==> src/pkg/hbm_pkg.sv <==
// package: register map, field layouts and carriers of the break matcher
package hbm_pkg;
  localparam int unsigned AW = 8;
  localparam logic [AW-1:0] REG_CTRL = 8'h00;
  localparam logic [AW-1:0] REG_C1_ADDR = 8'h04;
  localparam logic [AW-1:0] REG_C1_AMASK = 8'h08;
  localparam logic [AW-1:0] REG_C1_DATA = 8'h0c;
  localparam logic [AW-1:0] REG_C1_DMASK = 8'h10;
  localparam logic [AW-1:0] REG_C1_CFG = 8'h14;
  localparam logic [AW-1:0] REG_C2_ADDR = 8'h18;
  localparam logic [AW-1:0] REG_C2_AMASK = 8'h1c;
  localparam logic [AW-1:0] REG_C2_CFG = 8'h20;
  localparam logic [AW-1:0] REG_STATUS = 8'h24;
  localparam logic [AW-1:0] REG_IRQ_MASK = 8'h28;
  localparam logic [AW-1:0] REG_DLY_LEFT = 8'h2c;
  localparam logic [AW-1:0] REG_C1_LAST = 8'h30;
  localparam logic [AW-1:0] REG_C2_LAST = 8'h34;
  // control bits
  localparam int unsigned CTRL_C1_EN = 0;
  localparam int unsigned CTRL_C2_EN = 1;
  localparam int unsigned CTRL_SEQ = 2;
  localparam int unsigned CTRL_W = 3;
  // status bits
  localparam int unsigned ST_C1_HIT = 0;
  localparam int unsigned ST_C2_HIT = 1;
  localparam int unsigned ST_HALT = 2;
  localparam int unsigned ST_CFG_ERR = 3;
  localparam int unsigned ST_W = 4;
  localparam logic [31:0] RST_VAL = 32'h0000_0000;
  localparam int unsigned DLY_W = 12;
  localparam int unsigned CFG_W = 21;
  // address selection, data size, direction, cycle type encodings
  localparam logic [1:0] ASEL_NONE = 2'h0;
  localparam logic [1:0] ASEL_GEN = 2'h1;
  localparam logic [1:0] ASEL_FETCH = 2'h2;
  localparam logic [1:0] DSZ_NONE = 2'h0;
  localparam logic [1:0] DSZ_BYTE = 2'h1;
  localparam logic [1:0] DSZ_WORD = 2'h2;
  localparam logic [1:0] DSZ_LONG = 2'h3;
  localparam logic [1:0] DIR_ANY = 2'h0;
  localparam logic [1:0] DIR_READ = 2'h1;
  localparam logic [1:0] DIR_WRITE = 2'h2;
  localparam logic [1:0] CT_ALL = 2'h0;
  localparam logic [1:0] CT_EXEC = 2'h1;
  localparam logic [1:0] CT_DMA = 2'h2;
  typedef enum logic [1:0] {KIND_FETCH, KIND_EXEC, KIND_DMA} hbm_kind_e;
  typedef enum logic [1:0] {SZ_BYTE, SZ_WORD, SZ_LONG} hbm_size_e;
  // channel configuration word, bit 0 upward: asel, pre, dsz, dir, ctype, delay
  typedef struct packed {
    logic [DLY_W-1:0] delay;
    logic [1:0] ctype;
    logic [1:0] dir;
    logic [1:0] dsz;
    logic pre;
    logic [1:0] asel;
  } hbm_cfg_s;
  typedef struct packed {
    logic valid;
    logic [31:0] addr;
    logic [31:0] data;
    logic wr;
    hbm_size_e size;
    hbm_kind_e kind;
  } hbm_bus_s;
  typedef struct packed {
    logic valid;
    logic [31:0] addr;
  } hbm_ret_s;
  function automatic logic masked_eq(input logic [31:0] a, input logic [31:0] b, input logic [31:0] m);
    masked_eq = ~|((a ^ b) & ~m);
  endfunction : masked_eq
endpackage : hbm_pkg

==> src/verilog/hbm_break_matcher.sv <==
// hardware break-condition matcher: two channels, sequential mode, wishbone registers
//
// Functional notes
// - all programmed sub-conditions met on an enabled channel request a halt
// - sequential mode halts only when channel two matched before channel one
// - address sub-condition needs bus address equal to the programmed address
// - general address sees data, dma and fetch cycles; fetch address sees fetches only
// - pre option halts before the fetched instruction runs, otherwise after it
// - channel one fetch mode combines only with the delay count
// - channel two fetch mode combines with nothing else
// - direction sub-condition selects read only or write only cycles
// - cycle type is execution, dma or, when unset, every cycle
// - channel one delay combines with any other sub-condition
// - masked bits of address, fetch address and data are not compared
// - long data needs address multiple of four, word multiple of two
// - core may run two or more instructions before it actually stops
//
// Our own choices: the Wishbone interface to the registers and the register addresses.
`timescale 1ns/1ps
`default_nettype none
module hbm_break_matcher #(
  parameter int unsigned DELAY_W = 12
) (
  input wire logic clk_i,
  input wire logic rst_i,
  // wishbone classic slave
  input wire logic cyc_i,
  input wire logic stb_i,
  input wire logic we_i,
  input wire logic [3:0] sel_i,
  input wire logic [7:0] adr_i,
  input wire logic [31:0] dat_i,
  output logic [31:0] dat_o,
  output logic ack_o,
  output logic err_o,
  // monitored bus cycles and retired instructions
  input wire hbm_pkg::hbm_bus_s bus_i,
  input wire hbm_pkg::hbm_ret_s ret_i,
  // halt request towards the core
  output logic halt_req_o,
  output logic halt_pre_o,
  output logic irq_o
);
  if (DELAY_W < 1 || DELAY_W > hbm_pkg::DLY_W) begin : g_chk
    $error("hbm_break_matcher: DELAY_W must be 1 to 12");
  end

  // register state
  logic [hbm_pkg::CTRL_W-1:0] ctrl_r;
  logic [31:0] c1_addr_r, c1_amask_r, c1_data_r, c1_dmask_r;
  logic [31:0] c2_addr_r, c2_amask_r;
  hbm_pkg::hbm_cfg_s c1_cfg_r, c2_cfg_r;
  logic [hbm_pkg::ST_W-1:0] status_r, status_nxt;
  logic [hbm_pkg::ST_W-1:0] irq_mask_r;
  logic [31:0] c1_last_r, c2_last_r;

  // bus handshake
  logic req, wr_take, mapped;
  logic [31:0] rdata, wmask;

  // channel signals
  logic [1:0] raw_m, fmode, bad, en, pre_cfg;
  logic [1:0] imm_ev, ret_ev, cond_ev, ev;
  logic [1:0] pend_r;
  logic [31:0] pend_addr_r [2];
  logic d_done, d_busy, d_start, d_cancel;
  logic [DELAY_W-1:0] d_left;
  logic armed_r, armed_nxt;
  logic halt, halt_pre;
  logic [1:0] pre_ev;

  function automatic logic [31:0] apply_sel(input logic [31:0] old, input logic [31:0] nw,
                                            input logic [31:0] m);
    apply_sel = (old & ~m) | (nw & m);
  endfunction : apply_sel

  // wishbone decode
  assign req = cyc_i && stb_i;
  assign wr_take = req && we_i && ack_o;
  assign wmask = {{8{sel_i[3]}}, {8{sel_i[2]}}, {8{sel_i[1]}}, {8{sel_i[0]}}};

  always_comb begin
    mapped = 1'b1;
    rdata = hbm_pkg::RST_VAL;
    if (adr_i == hbm_pkg::REG_CTRL) begin
      rdata = {29'h0, ctrl_r};
    end else if (adr_i == hbm_pkg::REG_C1_ADDR) begin
      rdata = c1_addr_r;
    end else if (adr_i == hbm_pkg::REG_C1_AMASK) begin
      rdata = c1_amask_r;
    end else if (adr_i == hbm_pkg::REG_C1_DATA) begin
      rdata = c1_data_r;
    end else if (adr_i == hbm_pkg::REG_C1_DMASK) begin
      rdata = c1_dmask_r;
    end else if (adr_i == hbm_pkg::REG_C1_CFG) begin
      rdata = {11'h0, c1_cfg_r};
    end else if (adr_i == hbm_pkg::REG_C2_ADDR) begin
      rdata = c2_addr_r;
    end else if (adr_i == hbm_pkg::REG_C2_AMASK) begin
      rdata = c2_amask_r;
    end else if (adr_i == hbm_pkg::REG_C2_CFG) begin
      rdata = {11'h0, c2_cfg_r};
    end else if (adr_i == hbm_pkg::REG_STATUS) begin
      rdata = {28'h0, status_r};
    end else if (adr_i == hbm_pkg::REG_IRQ_MASK) begin
      rdata = {28'h0, irq_mask_r};
    end else if (adr_i == hbm_pkg::REG_DLY_LEFT) begin
      rdata = 32'(d_left);
    end else if (adr_i == hbm_pkg::REG_C1_LAST) begin
      rdata = c1_last_r;
    end else if (adr_i == hbm_pkg::REG_C2_LAST) begin
      rdata = c2_last_r;
    end else begin
      mapped = 1'b0;
    end
  end

  // answer one cycle after the request, drop the cycle after
  always_ff @(posedge clk_i) begin
    if (rst_i) begin
      ack_o <= 1'b0;
      err_o <= 1'b0;
      dat_o <= hbm_pkg::RST_VAL;
    end else begin
      ack_o <= req && mapped && !ack_o && !err_o;
      err_o <= req && !mapped && !ack_o && !err_o;
      dat_o <= (req && mapped && !we_i && !ack_o) ? rdata : hbm_pkg::RST_VAL;
    end
  end

  // control register
  always_ff @(posedge clk_i) begin
    if (rst_i) begin
      ctrl_r <= '0;
    end else if (wr_take && adr_i == hbm_pkg::REG_CTRL && sel_i[0]) begin
      ctrl_r <= dat_i[hbm_pkg::CTRL_W-1:0];
    end
  end

  // channel one comparison values
  always_ff @(posedge clk_i) begin
    if (rst_i) begin
      c1_addr_r <= hbm_pkg::RST_VAL;
      c1_amask_r <= hbm_pkg::RST_VAL;
      c1_data_r <= hbm_pkg::RST_VAL;
      c1_dmask_r <= hbm_pkg::RST_VAL;
      c1_cfg_r <= '0;
    end else if (wr_take) begin
      if (adr_i == hbm_pkg::REG_C1_ADDR) begin
        c1_addr_r <= apply_sel(c1_addr_r, dat_i, wmask);
      end else if (adr_i == hbm_pkg::REG_C1_AMASK) begin
        c1_amask_r <= apply_sel(c1_amask_r, dat_i, wmask);
      end else if (adr_i == hbm_pkg::REG_C1_DATA) begin
        c1_data_r <= apply_sel(c1_data_r, dat_i, wmask);
      end else if (adr_i == hbm_pkg::REG_C1_DMASK) begin
        c1_dmask_r <= apply_sel(c1_dmask_r, dat_i, wmask);
      end else if (adr_i == hbm_pkg::REG_C1_CFG) begin
        c1_cfg_r <= hbm_pkg::hbm_cfg_s'(21'(apply_sel({11'h0, c1_cfg_r}, dat_i, wmask)));
      end
    end
  end

  // channel two comparison values; data and delay fields stay zero
  always_ff @(posedge clk_i) begin
    if (rst_i) begin
      c2_addr_r <= hbm_pkg::RST_VAL;
      c2_amask_r <= hbm_pkg::RST_VAL;
      c2_cfg_r <= '0;
    end else if (wr_take) begin
      if (adr_i == hbm_pkg::REG_C2_ADDR) begin
        c2_addr_r <= apply_sel(c2_addr_r, dat_i, wmask);
      end else if (adr_i == hbm_pkg::REG_C2_AMASK) begin
        c2_amask_r <= apply_sel(c2_amask_r, dat_i, wmask);
      end else if (adr_i == hbm_pkg::REG_C2_CFG) begin
        c2_cfg_r <= hbm_pkg::hbm_cfg_s'(21'(apply_sel({11'h0, c2_cfg_r}, dat_i, wmask)));
        c2_cfg_r.dsz <= hbm_pkg::DSZ_NONE;
        c2_cfg_r.delay <= '0;
      end
    end
  end

  // interrupt mask
  always_ff @(posedge clk_i) begin
    if (rst_i) begin
      irq_mask_r <= '0;
    end else if (wr_take && adr_i == hbm_pkg::REG_IRQ_MASK && sel_i[0]) begin
      irq_mask_r <= dat_i[hbm_pkg::ST_W-1:0];
    end
  end

  // comparators
  hbm_chan_match #(.HAS_DATA(1'b1)) u_ch1 (
    .bus_i(bus_i),
    .cfg_i(c1_cfg_r),
    .addr_i(c1_addr_r),
    .amask_i(c1_amask_r),
    .data_i(c1_data_r),
    .dmask_i(c1_dmask_r),
    .match_o(raw_m[0]),
    .fetch_mode_o(fmode[0]),
    .bad_cfg_o(bad[0])
  );

  hbm_chan_match #(.HAS_DATA(1'b0)) u_ch2 (
    .bus_i(bus_i),
    .cfg_i(c2_cfg_r),
    .addr_i(c2_addr_r),
    .amask_i(c2_amask_r),
    .data_i(hbm_pkg::RST_VAL),
    .dmask_i(hbm_pkg::RST_VAL),
    .match_o(raw_m[1]),
    .fetch_mode_o(fmode[1]),
    .bad_cfg_o(bad[1])
  );

  // a channel with an illegal setting never fires
  assign en[0] = ctrl_r[hbm_pkg::CTRL_C1_EN] && !bad[0];
  assign en[1] = ctrl_r[hbm_pkg::CTRL_C2_EN] && !bad[1];
  assign pre_cfg[0] = c1_cfg_r.pre;
  assign pre_cfg[1] = c2_cfg_r.pre;

  // fetch matches without pre wait for the instruction to retire
  always_comb begin
    for (int i = 0; i < 2; i++) begin
      imm_ev[i] = en[i] && raw_m[i] && (!fmode[i] || pre_cfg[i]);
      pre_ev[i] = imm_ev[i] && fmode[i];
      ret_ev[i] = en[i] && pend_r[i] && ret_i.valid && ret_i.addr == pend_addr_r[i];
      cond_ev[i] = imm_ev[i] || ret_ev[i];
    end
  end

  always_ff @(posedge clk_i) begin
    if (rst_i) begin
      pend_r <= '0;
      pend_addr_r[0] <= hbm_pkg::RST_VAL;
      pend_addr_r[1] <= hbm_pkg::RST_VAL;
    end else begin
      for (int i = 0; i < 2; i++) begin
        if (!en[i] || !fmode[i] || pre_cfg[i]) begin
          pend_r[i] <= 1'b0;
        end else if (raw_m[i]) begin
          pend_r[i] <= 1'b1;
          pend_addr_r[i] <= bus_i.addr;
        end else if (ret_ev[i]) begin
          pend_r[i] <= 1'b0;
        end
      end
    end
  end

  // channel one delay count
  assign d_start = cond_ev[0] && c1_cfg_r.delay[DELAY_W-1:0] != '0;
  assign d_cancel = !en[0];

  hbm_delay #(.W(DELAY_W)) u_dly (
    .clk_i(clk_i),
    .rst_i(rst_i),
    .start_i(d_start),
    .load_i(c1_cfg_r.delay[DELAY_W-1:0]),
    .tick_i(bus_i.valid),
    .cancel_i(d_cancel),
    .done_o(d_done),
    .busy_o(d_busy),
    .left_o(d_left)
  );

  always_comb begin
    ev[1] = cond_ev[1];
    if (c1_cfg_r.delay[DELAY_W-1:0] != '0) begin
      ev[0] = d_done && en[0];
    end else begin
      ev[0] = cond_ev[0];
    end
  end

  // sequential arming and halt decision
  always_comb begin
    if (ctrl_r[hbm_pkg::CTRL_SEQ]) begin
      halt = armed_r && ev[0];
      halt_pre = halt && pre_ev[0] && c1_cfg_r.delay == '0;
    end else begin
      halt = ev[0] || ev[1];
      halt_pre = (ev[0] && pre_ev[0] && c1_cfg_r.delay == '0) || (ev[1] && pre_ev[1]);
    end
    armed_nxt = ctrl_r[hbm_pkg::CTRL_SEQ] && (ev[1] || (armed_r && !halt));
  end

  always_ff @(posedge clk_i) begin
    if (rst_i) begin
      armed_r <= 1'b0;
    end else begin
      armed_r <= armed_nxt;
    end
  end

  // one pulse per cycle with a halt decision; core stops some instructions later
  always_ff @(posedge clk_i) begin
    if (rst_i) begin
      halt_req_o <= 1'b0;
      halt_pre_o <= 1'b0;
    end else begin
      halt_req_o <= halt;
      halt_pre_o <= halt_pre;
    end
  end

  // address of the cycle that last met each channel
  always_ff @(posedge clk_i) begin
    if (rst_i) begin
      c1_last_r <= hbm_pkg::RST_VAL;
      c2_last_r <= hbm_pkg::RST_VAL;
    end else begin
      if (en[0] && raw_m[0]) begin
        c1_last_r <= bus_i.addr;
      end
      if (en[1] && raw_m[1]) begin
        c2_last_r <= bus_i.addr;
      end
    end
  end

  // sticky status, write one to clear, a new event wins
  always_comb begin
    status_nxt = status_r;
    if (wr_take && adr_i == hbm_pkg::REG_STATUS && sel_i[0]) begin
      status_nxt = status_r & ~dat_i[hbm_pkg::ST_W-1:0];
    end
    status_nxt[hbm_pkg::ST_C1_HIT] = status_nxt[hbm_pkg::ST_C1_HIT] | ev[0];
    status_nxt[hbm_pkg::ST_C2_HIT] = status_nxt[hbm_pkg::ST_C2_HIT] | ev[1];
    status_nxt[hbm_pkg::ST_HALT] = status_nxt[hbm_pkg::ST_HALT] | halt;
    status_nxt[hbm_pkg::ST_CFG_ERR] = status_nxt[hbm_pkg::ST_CFG_ERR]
      | (ctrl_r[hbm_pkg::CTRL_C1_EN] && bad[0])
      | (ctrl_r[hbm_pkg::CTRL_C2_EN] && bad[1]);
  end

  always_ff @(posedge clk_i) begin
    if (rst_i) begin
      status_r <= '0;
    end else begin
      status_r <= status_nxt;
    end
  end

  always_ff @(posedge clk_i) begin
    if (rst_i) begin
      irq_o <= 1'b0;
    end else begin
      irq_o <= |(status_nxt & irq_mask_r);
    end
  end
endmodule : hbm_break_matcher
`default_nettype wire

==> src/verilog/hbm_chan_match.sv <==
// one break channel: compares a bus cycle with its programmed sub-conditions
`timescale 1ns/1ps
`default_nettype none
module hbm_chan_match #(
  parameter bit HAS_DATA = 1'b1
) (
  input wire hbm_pkg::hbm_bus_s bus_i,
  input wire hbm_pkg::hbm_cfg_s cfg_i,
  input wire logic [31:0] addr_i,
  input wire logic [31:0] amask_i,
  input wire logic [31:0] data_i,
  input wire logic [31:0] dmask_i,
  output logic match_o,
  output logic fetch_mode_o,
  output logic bad_cfg_o
);
  logic addr_ok, data_ok, dir_ok, ct_ok, fetch_ok;
  logic [31:0] szmask;
  logic use_data;
  always_comb begin
    use_data = HAS_DATA && (cfg_i.dsz != hbm_pkg::DSZ_NONE);
    fetch_mode_o = (cfg_i.asel == hbm_pkg::ASEL_FETCH);
    addr_ok = (cfg_i.asel == hbm_pkg::ASEL_NONE) || hbm_pkg::masked_eq(bus_i.addr, addr_i, amask_i);
    szmask = 32'hffff_ffff;
    if (cfg_i.dsz == hbm_pkg::DSZ_BYTE) begin
      szmask = 32'h0000_00ff;
    end else if (cfg_i.dsz == hbm_pkg::DSZ_WORD) begin
      szmask = 32'h0000_ffff;
    end
    data_ok = 1'b1;
    if (use_data) begin
      data_ok = (bus_i.kind != hbm_pkg::KIND_FETCH)
        && (bus_i.size == hbm_pkg::hbm_size_e'(cfg_i.dsz - 2'h1))
        && hbm_pkg::masked_eq(bus_i.data & szmask, data_i & szmask, dmask_i | ~szmask);
    end
    dir_ok = (cfg_i.dir == hbm_pkg::DIR_ANY) || ((cfg_i.dir == hbm_pkg::DIR_WRITE) == bus_i.wr);
    ct_ok = (cfg_i.ctype == hbm_pkg::CT_ALL)
      || ((cfg_i.ctype == hbm_pkg::CT_EXEC) && (bus_i.kind == hbm_pkg::KIND_EXEC))
      || ((cfg_i.ctype == hbm_pkg::CT_DMA) && (bus_i.kind == hbm_pkg::KIND_DMA));
    fetch_ok = bus_i.kind == hbm_pkg::KIND_FETCH;
    // fetch mode keeps only the address test; the delay is applied outside
    if (fetch_mode_o) begin
      match_o = bus_i.valid && fetch_ok && addr_ok;
    end else begin
      match_o = bus_i.valid && addr_ok && data_ok && dir_ok && ct_ok;
    end
    bad_cfg_o = (cfg_i.asel == 2'h3) || (cfg_i.dir == 2'h3) || (cfg_i.ctype == 2'h3);
    if (use_data && !fetch_mode_o) begin
      if (cfg_i.dsz == hbm_pkg::DSZ_LONG && addr_i[1:0] != 2'h0) begin
        bad_cfg_o = 1'b1;
      end else if (cfg_i.dsz == hbm_pkg::DSZ_WORD && addr_i[0]) begin
        bad_cfg_o = 1'b1;
      end
    end
  end
endmodule : hbm_chan_match
`default_nettype wire

==> src/verilog/hbm_delay.sv <==
// delay counter: counts further bus cycles after a channel condition is met
`timescale 1ns/1ps
`default_nettype none
module hbm_delay #(
  parameter int unsigned W = 12
) (
  input wire logic clk_i,
  input wire logic rst_i,
  input wire logic start_i,
  input wire logic [W-1:0] load_i,
  input wire logic tick_i,
  input wire logic cancel_i,
  output logic done_o,
  output logic busy_o,
  output logic [W-1:0] left_o
);
  if (W < 1 || W > 16) begin : g_chk
    $error("hbm_delay: W must be 1 to 16");
  end
  always_ff @(posedge clk_i) begin
    if (rst_i || cancel_i) begin
      busy_o <= 1'b0;
      left_o <= '0;
    end else if (busy_o && tick_i) begin
      left_o <= left_o - 1'b1;
      busy_o <= (left_o != {{(W-1){1'b0}}, 1'b1});
    end else if (!busy_o && start_i && load_i != '0) begin
      busy_o <= 1'b1;
      left_o <= load_i;
    end
  end
  always_ff @(posedge clk_i) begin
    if (rst_i || cancel_i) begin
      done_o <= 1'b0;
    end else begin
      done_o <= busy_o && tick_i && (left_o == {{(W-1){1'b0}}, 1'b1});
    end
  end
endmodule : hbm_delay
`default_nettype wire

==> config.mk <==
export PLATFORM = sky130hd
export DESIGN_NAME = hbm_break_matcher
export DESIGN_NICKNAME = d
export VERILOG_FILES = /design/src/pkg/hbm_pkg.sv /design/src/verilog/hbm_break_matcher.sv /design/src/verilog/hbm_chan_match.sv /design/src/verilog/hbm_delay.sv
export SDC_FILE = /design/constraint.sdc
export NUM_CORES = 1
export LEC_CHECK = 0
export BUFFER_PORTS_ARGS = -buffer_cell sky130_fd_sc_hd__buf_2
export CAP_MARGIN = 5
export CELL_PAD_IN_SITES_DETAIL_PLACEMENT = 0
export CELL_PAD_IN_SITES_GLOBAL_PLACEMENT = 1
export CORE_MARGIN = 2
export CORE_UTILIZATION = 30
export DETAILED_ROUTE_END_ITERATION = 7
export PLACE_DENSITY_LB_ADDON = 0.1
export SLEW_MARGIN = 20
export SYNTH_ARGS = -nofsm -noshare
export SYNTH_HDL_FRONTEND = slang
export SYNTH_SLANG_ARGS = --single-unit
==> constraint.sdc <==
create_clock -name clk_i -period 15.49 [get_ports clk_i]
set_clock_uncertainty 0.1 [all_clocks]
set_input_delay 0.7745 -clock clk_i [delete_from_list [all_inputs] [get_ports clk_i]]
set_output_delay 0.7745 -clock clk_i [all_outputs]
set_load 0.01 [all_outputs]
==> results of run 1 <==
cell type report:
type / instances / area (µm²)
fillers: 6535 / 40400
multi-input cells: 1586 / 9540
flip-flops and latches: 413 / 8910
clock buffers: 70 / 1370
repair buffers: 218 / 1170
well taps: 846 / 1060
clock inverters: 17 / 224
inverters: 14 / 52.6
diodes: 1 / 2.50
per-layer routing:
metal	GRT usage, %	vias to the layer above	wire length, µm
li1	-	7962	-
met1	35.1	8378	37700
met2	38.0	691	36600
met3	4.55	116	6140
met4	7.37	2	2470
met5	0	-	9
power groups by stage:
| stage | Combinational (mW) | Sequential (mW) | Clock [mW] |
|---|---|---|---|
| final | 0.132 | 1.10 | 1.18 |
| after global routing | 0.139 | 1.10 | 1.24 |
| after CTS | 0.132 | 1.10 | 1.21 |
| after detailed placement | 0.132 | 1.12 | 0 |
| after global placement | 0.132 | 1.12 | 0 |
| after floorplan | 0.0540 | 1.12 | 0 |
worst max-delay path by stage:
stage                     slack [ns]                       endpoint  depth (start not counted)       from
after CTS                      11.81   u_dly.left_o[4]$_SDFFE_PP0P_                         11   register
after detailed placement       11.41                       register                         10   adr_i[3]
after floorplan                10.16    pend_addr_r[0][0]$_DFFE_PP_                          8  bus_i[17]
after global routing           11.52  u_dly.left_o[10]$_SDFFE_PP0P_                         11   register
after global placement         10.91   pend_addr_r[0][24]$_DFFE_PP_                          9  bus_i[30]
final                          11.71   u_dly.left_o[4]$_SDFFE_PP0P_                         11   register
cell usage in the layout (no fill, tap or decap), types with 4 or more instances in the layout:
master	Yosys	routed
nor3_1	6	6
xor2_1	61	61
nand2_1	309	308
a221oi_1	15	15
nor4_1	33	31
a222oi_1	41	41
xnor2_1	104	104
a21boi_0	4	4
buf_4	0	29
a21oi_1	237	237
a211oi_1	4	4
nand3_1	116	116
o21ai_0	105	105
a22oi_1	13	13
nor3b_1	6	6
a31oi_1	20	20
o22ai_1	54	54
or3_1	6	6
nand2b_1	6	6
bufinv_16	0	5
o31ai_1	5	4
nor2b_1	36	36
nor2_2	3	7
or2_2	6	6
and3_1	11	11
nand4_1	11	11
mux2i_1	121	121
ha_1	6	6
clkinv_2	0	6
and2_1	8	7
o221ai_1	9	9
inv_1	14	14
buf_2	13	188
edfxtp_1	64	64
nor2_1	175	171
mux2_2	11	11
clkbuf_1	101	13
clkbuf_16	0	49
dfxtp_1	349	349
clkbuf_8	0	6
worst min-delay path: stages (launching register included):
cell	delay, ns
dfxtp_1	0.32
nand2_1	0.06
a21oi_1	0.05
metrics by stage:
stage	instances	power (mW)	cell area [µm²]	hold slack, ns	setup slack [ns]
2_1_floorplan	2138	1.17	19000	0.334	10.16
3_3_place_gp	3075	1.25	20700	0.362	10.91
3_5_place_dp	3077	1.25	20700	0.371	11.41
4_1_cts	3164	2.43	22300	0.375	11.81
5_1_grt	3164	2.48	22300	0.392	11.52
6_report	3165	2.41	22300	0.377	11.71
cells by family (layout without fill, tap and decap cells):
| family | count (synthesis) | count (layout) | synth area share [%] |
|---|---|---|---|
| buf+inv | 139 | 319 | 2.92 |
| fa+ha+maj | 6 | 6 | 0.396 |
| compound gates | 537 | 537 | 17.3 |
| mux | 132 | 132 | 7.04 |
| flops | 413 | 413 | 47.0 |
| simple gates | 746 | 746 | 17.7 |
| other cells | 0 | 1 | 0 |
| xor+xnor | 165 | 165 | 7.62 |
==> run_results.csv, run 1 <==
group,metric,value,unit
pwr,internal_power,1.83,mW
logic_synthesis,syn_area,0.0190,mm²
routing,viasPerCell,5.42,
final_layout,utilization,35.6,%
clock_tree,cts_sinks,413,
logic_synthesis,synth_cell_types,70,
logic_synthesis,seq_area_frac_synth,47.0,%
sta,finalCritPeriodShare,24.4,%
sta,fin_crit,3.78,ns
clock_tree,cts_root_buf,"clkbuf_16",
worst_setup_path,worst-path-buf-inv,1,
final_layout,nets,2439,
worst_setup_path,slowest_stage,"or2_1",
routing,ant_nets,0,
hold_path,min_path_cells,2,
logic_synthesis,synth_warnings,0,
worst_setup_path,r2r_cells,11,
logic_synthesis,synth_cells,2138,
worst_setup_path,worst_setup_path_start_kind,"register",
job,cap_viol_max_count,0,
placement,portBuffers,188,
worst_setup_path,r2r_end,"u_dly.left_o[4]$_SDFFE_PP0P_",
worst_setup_path,required,15.87,ns
pwr,switching_share,24.0,%
grt,grt_max_degree,81,
die,die_height,255,µm
logic_synthesis,synth_area_leaders,"dfxtp_1 37%, edfxtp_1 10%, mux2i_1 6.4%",
sta,setup_tns,0,ns
logic_synthesis,async_flop_share,0,%
worst_setup_path,max_stage_delay,0.55,ns
sta,slew_viol_final,0,
die,core.rowCount,92,
sta,worstMarginPinSlew,1.02,ns
clock_tree,cts_hold_buf,0,
grt,antenna_found_initial,1,
worst_setup_path,criticalPathCategory,"reg -> reg",
logic_synthesis,ys.flop_type,"dfxtp_1",
worst_setup_path,path_cells,"inv_1 > ha_1 > o21bai_1 > o31a_2 > nand2_1 > nor4_1 > nand4_1 > a21boi_4 > or2_1 > a21oi_1 > o221a_2",
worst_setup_path,rrSetupSlack,11.71,ns
grt,overflow,0,
die,start_util,30.2,%
routing,drt_wl_total,82.9,mm
routing,drc_errors,0,
routing,drt_iter0_markers,1739,
final_layout,drive_gt1_share,14.2,%
status,status,"completed",
grt,grt_pass1_vias,16400,
placement,dp_hpwl,61.2,mm
grt,grt_use_total,24.7,%
clock_tree,cts_setup_buffers,0,
pwr,p_clk_share,49.0,%
logic_synthesis,synth_seq_cells,413,
worst_setup_path,end_kind,"register",
pwr,powerDensity,108,mW/mm²
routing,dr.pass1.iters,6,
sta,setup_viol,0,
hold_path,min_path_type,"reg -> reg",
pwr,switching_power,577,µW
die,core-area,0.0627,mm²
die,ioPinCount,189,
clock_tree,ctsResizeCount,0,
sta,fmax,0.265,GHz
logic_synthesis,synth-edff-count,64,
clock_tree,htreeDepth,2,
die,die_w,255,µm
logic_synthesis,yosys-top-cells-count,"349 x dfxtp_1, 309 x nand2_1, 237 x a21oi_1, 175 x nor2_1, 121 x mux2i_1",
pwr,cellLeakagePower,7.75,nW
sta,rsz0062_at_grt,"false",
pwr,combPwrFrac,5.5,%
logic_synthesis,post-synth-top-area-cell,"dfxtp_1",
pwr,p_seq_share,45.6,%
sta,hold_viol,0,
logic_synthesis,synth_most_common_cell,"dfxtp_1",
routing,wire_per_inst,26.2,µm
grt,grt_first_pass_wirelength,119,mm
logic_synthesis,synth_area_per_cell,8.87,µm²
clock_tree,cts_made_buffers,48,
clock_tree,cts_tree,"built",
worst_setup_path,cp_max_fo,14,
worst_setup_path,cp_top_family,"compound AO/OA/AOI/OAI gates",
clock_tree,clock_path_buffers,3,
die,die_area,0.0652,mm²
clock_tree,cts.clk_slew.worst_paths,0.06,ns
routing,via_count,17100,
clock_tree,insertion_delay,0.60,ns
pwr,ir_worst_vdd,72.8,µV
worst_setup_path,worst_ep_arrival_time,4.16,ns
logic_synthesis,synth_nets,2296,
placement,gp_congestion,0.928,
sta,maxSlewHeadroom,31.9,%
final_layout,area_growth,17.8,%
logic_synthesis,yosys.area.top_type_share,36.9,%
(Power assumes the default switching activity.)
==> run 2: changes to the inputs <==
Clock period 15.49 ns to 3.9 ns, I/O delays scaled along.
==> run 2 against run 1 <==
Wire length fell by 0.21%. Critical path depth is the same. First-iteration DRC count is 7.0% higher. Critical path type unchanged. Setup slack worse by 11 ns. Via count is 2.5% higher. Flip-flop and latch count unchanged. Largest cell class unchanged. Die area did not move. Largest power group unchanged. Sequential power rose to 4.0 times the previous value.
==> run_results.csv, run 2 (synthesis gave the netlist of run 1 again) <==
group,metric,value,unit
die,ioPinCount,189,
final_layout,seq_area,0.00891,mm²
hold_path,holdPathEnd,"pend_r[0]$_SDFFE_PP0P_",
sta,fin_crit,3.49,ns
routing,dr.pass1.iters,7,
pwr,ir_worst_vdd,290,µV
die,die_w,255,µm
grt,grt_max_degree,182,
sta,finalCritPeriodShare,89.5,%
final_layout,n_antenna_cell,0,
die,core.rowCount,92,
clock_tree,cts_made_buffers,49,
routing,ant_nets,0,
worst_setup_path,worst_ep_arrival_time,3.88,ns
pwr,switching_share,24.1,%
placement,dpl_cell_area,0.0209,mm²
clock_tree,cts_root_buf,"clkbuf_16",
sta,slew_viol_final,0,
sta,setup_viol,0,
clock_tree,insertion_delay,0.61,ns
pwr,powerDensity,416,mW/mm²
clock_tree,cts_sinks,413,
pwr,internal_power,7.38,mW
routing,via_count,17600,
sta,rsz0062_at_grt,"false",
final_layout,area_growth,23.1,%
sta,worstMarginPinSlew,1.04,ns
final_layout,final_cell_area,0.0233,mm²
placement,portBuffers,188,
routing,viasPerCell,5.38,
grt,grt_use_total,24.5,%
pwr,cellLeakagePower,8.22,nW
grt,overflow,0,
worst_setup_path,cp_max_fo,14,
grt,grt_pass1_vias,16700,
clock_tree,htreeDepth,2,
final_layout,most-common-layout-cells,"349 x dfxtp_1, 308 x nand2_1, 237 x a21oi_1, 187 x buf_2, 171 x nor2_1",
final_layout,mostFrequentLayoutCell,"dfxtp_1",
pwr,switching_power,2.34,mW
routing,drc_errors,0,
worst_setup_path,required,4.29,ns
worst_setup_path,r2r_end,"u_dly.left_o[4]$_SDFFE_PP0P_",
hold_path,min_path_type,"in -> reg",
die,die_area,0.0652,mm²
sta,hold_viol,0,
placement,dp.cells,3100,
final_layout,fin_cells,3265,
grt,grt_first_pass_wirelength,118,mm
final_layout,drive_gt1_share,14.7,%
routing,drt_iter0_markers,1861,
clock_tree,ctsResizeCount,0,
hold_path,hold_start,"bus_i[69]",
grt,antenna_found_initial,0,
worst_setup_path,criticalPathCategory,"reg -> reg",
pwr,combPwrFrac,6.1,%
sta,maxSlewHeadroom,30.7,%
clock_tree,cts.clk_slew.worst_paths,0.06,ns
final_layout,n_fill_cell,6484,
final_layout,multi_input_area,0.00954,mm²
job,cap_viol_max_count,0,
hold_path,min_path_cells,4,
worst_setup_path,end_kind,"register",
die,die_height,255,µm
clock_tree,cts_tree,"built",
final_layout,nets,2538,
sta,fmax,0.286,GHz
worst_setup_path,rrSetupSlack,0.41,ns
status,status,"completed",
routing,wire_per_inst,25.3,µm
die,core-area,0.0627,mm²
routing,drt_wl_total,82.7,mm
die,start_util,30.2,%
placement,dp_hpwl,61.6,mm
placement,gp_congestion,0.918,
sta,setup_tns,0,ns
worst_setup_path,r2r_cells,11,
pwr,p_clk_share,49.2,%
worst_setup_path,worst_setup_path_start_kind,"register",
pwr,p_seq_share,44.8,%
clock_tree,clock_path_buffers,3,
[run 2: cell types whose count changed in the layout (fill, tap and decap cells not counted), moves of 2 or more]
cell	change
dlygate4sd3_1	+75
clkinv_1	+2
clkbuf_16	+2
clkinv_2	+5
clkbuf_1	-2
clkbuf_8	-4
clkbuf_4	-2
buf_4	+21
buf_12	+3
[run 2: timing repair]
| action | in CTS | in global routing |
|---|---|---|
| endpoints found under the hold margin | 338 | 0 |
| buffers inserted | 0 | 0 |
| hold buffers | 75 | 0 |
[run 2: worst max path at each step]
stage | startpoint | to | slack, ns | cells past startpoint
after floorplan | register | pend_addr_r[0][0]$_DFFE_PP_ | 0.48 | 9
after global placement | register | pend_addr_r[0][31]$_DFFE_PP_ | 0.07 | 9
after detailed placement | bus_i[37] | pend_addr_r[0][31]$_DFFE_PP_ | 0.35 | 10
after CTS | register | pend_addr_r[0][31]$_DFFE_PP_ | 0.38 | 9
after global routing | register | u_dly.left_o[10]$_SDFFE_PP0P_ | 0.20 | 11
final | register | u_dly.left_o[4]$_SDFFE_PP0P_ | 0.41 | 11
[run 2: power by group through the flow]
stage / clock network, mW / logic, mW / registers, mW
2_1_floorplan: 0 / 0.215 / 4.45
3_3_place_gp: 0 / 0.530 / 4.45
3_5_place_dp: 0 / 0.529 / 4.45
4_1_cts: 4.87 / 0.588 / 4.35
5_1_grt: 5.02 / 0.620 / 4.35
6_report: 4.78 / 0.589 / 4.35
[run 2: stage by stage]
| stage | total power [mW] | setup slack, ns | hold WS [ns] | util (%) |
|---|---|---|---|---|
| after floorplan | 4.66 | 0.478 | 0.231 | - |
| after global placement | 4.98 | 0.0746 | 0.366 | 33.4 |
| after detailed placement | 4.98 | 0.346 | 0.367 | 33.4 |
| after CTS | 9.81 | 0.378 | 0.0165 | 37.2 |
| after global routing | 9.99 | 0.199 | 0.0638 | 37.2 |
| final | 9.72 | 0.409 | 0.0671 | 37.2 |
[run 2: per-layer routing]
metal  part of all wire, %  wire length (µm)  global-route usage [%]
met5                     0                 0                       0
met4                   3.1              2570                    7.61
met2                    44             36200                    37.5
met3                   7.1              5890                    4.38
met1                    46             38000                    34.9
[run 2: critical path, stage by stage, from the launching register on]
cell and delay (ns):
dfxtp_1 0.54, inv_1 0.11, ha_1 0.26, o21bai_1 0.18, o31a_2 0.36, nand2_1 0.18, nor4_1 0.08, nand4_1 0.20
a21boi_4 0.41, or2_1 0.54, a21oi_1 0.14, o221a_2 0.27
[run 2: area by class of cell]
cell class                 instances  area share (%)
tap                              846            4.54
timing repair buffer             316            9.16
multi-input combinational       1586            40.9
clock buffer                      64            5.76
clock inverter                    26            1.26
sequential                       413            38.2
inverter                          14           0.225
==> run 3: changes to the inputs <==
Settings changed: ABC_AREA set to 1.
==> run 3 against run 2 <==
Fmax increased by 1.0%. Clock-buffer cell count increased by 8. Register-to-register slack improved by 0.04 ns. Global-route usage decreased by 0.15 points. Sequential share of layout area decreased by 0.42 points. Via count increased by 5.9%. First-iteration DRC count decreased by 9.3%. Die area increased by 2.2%. Non-clock buffer count decreased by 15. Combinational power decreased by 2%. Critical endpoint is now c1_last_r[11]$_SDFFE_PP0P_. Largest cell class is now registers.
==> run_results.csv, run 3 <==
group,metric,value,unit
grt,grt_pass1_vias,17600,
clock_tree,insertion_delay,0.60,ns
worst_setup_path,required,4.29,ns
final_layout,area_growth,21.7,%
worst_setup_path,rrSetupSlack,0.45,ns
logic_synthesis,synth_cells,2577,
worst_setup_path,cp_max_fo,63,
die,ioPinCount,189,
routing,dr.pass1.iters,7,
routing,ant_nets,0,
die,die_w,258,µm
final_layout,most-common-layout-cells,"359 x nand2_1, 349 x dfxtp_1, 331 x inv_1, 330 x o21ai_0, 323 x a21oi_1",
logic_synthesis,synth_cell_types,56,
placement,dpl_cell_area,0.0212,mm²
sta,fin_ws,0.445,ns
placement,dpl_worst_slack,0.538,ns
pwr,cellLeakagePower,9.42,nW
logic_synthesis,synth_area_leaders,"dfxtp_1 36%, edfxtp_1 9.9%, o21ai_0 8.5%",
worst_setup_path,path_cells,"ha_2 > inv_4 > nand3_1 > nand2_1 > nand2_1 > nand2_1 > nor2_1 > nand2_1 > nor2_1 > nand2_1 > nand2_1 > nand2_1 > nand2_1 > and2_1 > nand2_2 > buf_4 > nand2_1 > a21oi_1 > dlygate4sd3_1",
sta,slew_viol_final,0,
logic_synthesis,ys.flop_type,"dfxtp_1",
logic_synthesis,post-synth-top-area-cell,"dfxtp_1",
die,core-area,0.0641,mm²
grt,overflow,0,
sta,setup_tns,0,ns
worst_setup_path,crit_path_frequent_cell,"nand2_1",
grt,grt_use_total,24.3,%
logic_synthesis,async_flop_share,0,%
logic_synthesis,yosys.area.top_type_share,36.0,%
logic_synthesis,synth_most_common_cell,"nand2_1",
status,status,"completed",
logic_synthesis,yosys-top-cells-count,"359 x nand2_1, 349 x dfxtp_1, 332 x inv_1, 330 x o21ai_0, 323 x a21oi_1",
job,cap_viol_max_count,0,
sta,fin_crit,3.45,ns
worst_setup_path,slowest_stage,"dlygate4sd3_1",
routing,drt_iter0_markers,1688,
sta,worstMarginPinSlew,1.04,ns
final_layout,final_cell_area,0.0236,mm²
die,die_height,258,µm
worst_setup_path,criticalPathCategory,"reg -> reg",
logic_synthesis,synth_warnings,0,
logic_synthesis,synth_fa_ha_area_share,0.387,%
worst_setup_path,worst_ep_arrival_time,3.85,ns
routing,wire_per_inst,22.3,µm
clock_tree,clock_path_buffers,3,
logic_synthesis,synth_mux_area_share,0,%
logic_synthesis,synth-edff-count,64,
worst_setup_path,max_stage_delay,0.56,ns
final_layout,drive_gt1_share,12.9,%
worst_setup_path,crit_end,"c1_last_r[11]$_SDFFE_PP0P_",
grt,grt_first_pass_wirelength,120,mm
worst_setup_path,end_kind,"register",
pwr,p_total,9.75,mW
placement,gp_congestion,0.882,
worst_setup_path,worst_setup_path_start_kind,"register",
clock_tree,cts_sinks,413,
logic_synthesis,syn_area,0.0194,mm²
worst_setup_path,r2r_end,"c1_last_r[11]$_SDFFE_PP0P_",
clock_tree,cts_tree,"built",
logic_synthesis,synth_area_per_cell,7.52,µm²
placement,portBuffers,188,
logic_synthesis,synth_nets,2735,
logic_synthesis,seq_area_frac_synth,46.0,%
routing,via_count,18600,
die,start_util,30.2,%
grt,grt_max_degree,211,
worst_setup_path,r2r_cells,19,
logic_synthesis,synthSimpleGateAreaFrac,17.8,%
clock_tree,cts_made_buffers,49,
logic_synthesis,synth_seq_cells,413,
die,die_area,0.0667,mm²
routing,drc_errors,0,
clock_tree,cts_setup_buffers,0,
sta,maxSlewHeadroom,30.6,%
die,core.rowCount,93,
routing,viasPerCell,5.01,
logic_synthesis,synth_top_family_by_area,"compound AO/OA/AOI/OAI gates",
sta,finalCritPeriodShare,88.6,%
sta,fmax,0.289,GHz
sta,rsz0062_at_grt,"false",
final_layout,nets,2975,
final_layout,mostFrequentLayoutCell,"nand2_1",
clock_tree,htreeDepth,2,
clock_tree,cts_root_buf,"clkbuf_16",
routing,drt_wl_total,82.8,mm
grt,antenna_found_initial,1,
pwr,ir_worst_vdd,323,µV
sta,holdWs,0.0458,ns
sta,hold_viol,0,
logic_synthesis,synth-xor-area-share,2.53,%
logic_synthesis,synth_compound_area_share,23.8,%
pwr,powerDensity,413,mW/mm²
sta,setup_viol,0,
hold_path,min_path_type,"in -> reg",
final_layout,n_fill_cell,6816,
clock_tree,cts.clk_slew.worst_paths,0.06,ns
placement,dp_hpwl,62.5,mm
[run 3: cell count changes after synthesis, sizes merged, moves of 54 or more]
cell | before | now
a211oi | 5 | 69
a21oi | 237 | 325
inv | 14 | 350
mux2i | 121 | 0
nand2 | 309 | 363
nor2 | 178 | 273
o21ai | 106 | 347
xnor2 | 104 | 28
[run 3: worst max-delay path: cells and delay by family, from the launching register on]
kind | cells | cell delay, ns
and+or+nand+nor | 14 | 1.36
buffers and inverters | 3 | 1.00
DFF | 1 | 0.44
adders and majority gates | 1 | 0.37
AOI/OAI and AO/OA | 1 | 0.06
[run 3: worst min-delay path by stage]
stage          depth (start not counted)  slack (ns)                  startpoint                    endpoint
3_3_place_gp                           2        0.34  c1_last_r[26]$_SDFFE_PP0P_  c1_last_r[26]$_SDFFE_PP0P_
2_1_floorplan                          2        0.24                   dat_i[17]                    register
6_report                               3        0.05                    dat_i[2]                    register
5_1_grt                                3        0.04                    dat_i[6]                    register
4_1_cts                                3        0.02                    dat_i[2]                    register
3_5_place_dp                           2        0.34  c1_last_r[17]$_SDFFE_PP0P_  c1_last_r[17]$_SDFFE_PP0P_
[run 3: area by class of cell]
type | count | area [µm²] | share of cell area, %
clock inverters | 18 | 231 | 0.981
clock buffers | 72 | 1440 | 6.08
diodes | 2 | 5.00 | 0.0212
repair buffers | 301 | 1980 | 8.41
inverters | 351 | 1320 | 5.61
multi-input cells | 1701 | 8640 | 36.6
flip-flops and latches | 413 | 8910 | 37.8
well taps | 855 | 1070 | 4.53
[run 3: metrics by stage]
step	utilization (%)	instances
after floorplan	-	2577
after global placement	33.1	3553
after detailed placement	33.1	3553
after CTS	36.8	3711
after global routing	36.8	3711
final	36.8	3713
[run 3: routing by layer]
layer  wire length, µm  global-route usage (%)  up-vias
met4              2030                    6.36        2
met3              5130                    4.14       93
met2             35000                    36.3      553
li1                  -                       -     9163
met1             40600                    36.1     8799
met5                10                       0        -
[run 3: power by group]
part	internal, mW	switching, mW	total (mW)	leakage, nW
registers	4.34	0.0121	4.36	3.47
clock network	2.88	1.94	4.81	0.796
logic	0.193	0.385	0.578	5.16
total	7.41	2.33	9.75	9.42
[run 3: logic make-up (layout without fill, tap and decap cells)]
group,after synthesis,in the layout
adders and majority gates,6,6
xor gates and xnor gates,56,56
and+or+nand+nor,803,803
other,0,2
buffers and inverters,463,742
DFF,413,413
AOI/OAI and AO/OA,836,836
[run 3: what timing repair did]
action	in CTS	in global routing
setup endpoints to repair	0	1
hold buffers	68	0
endpoints found under the hold margin	248	0
resized for setup	0	1
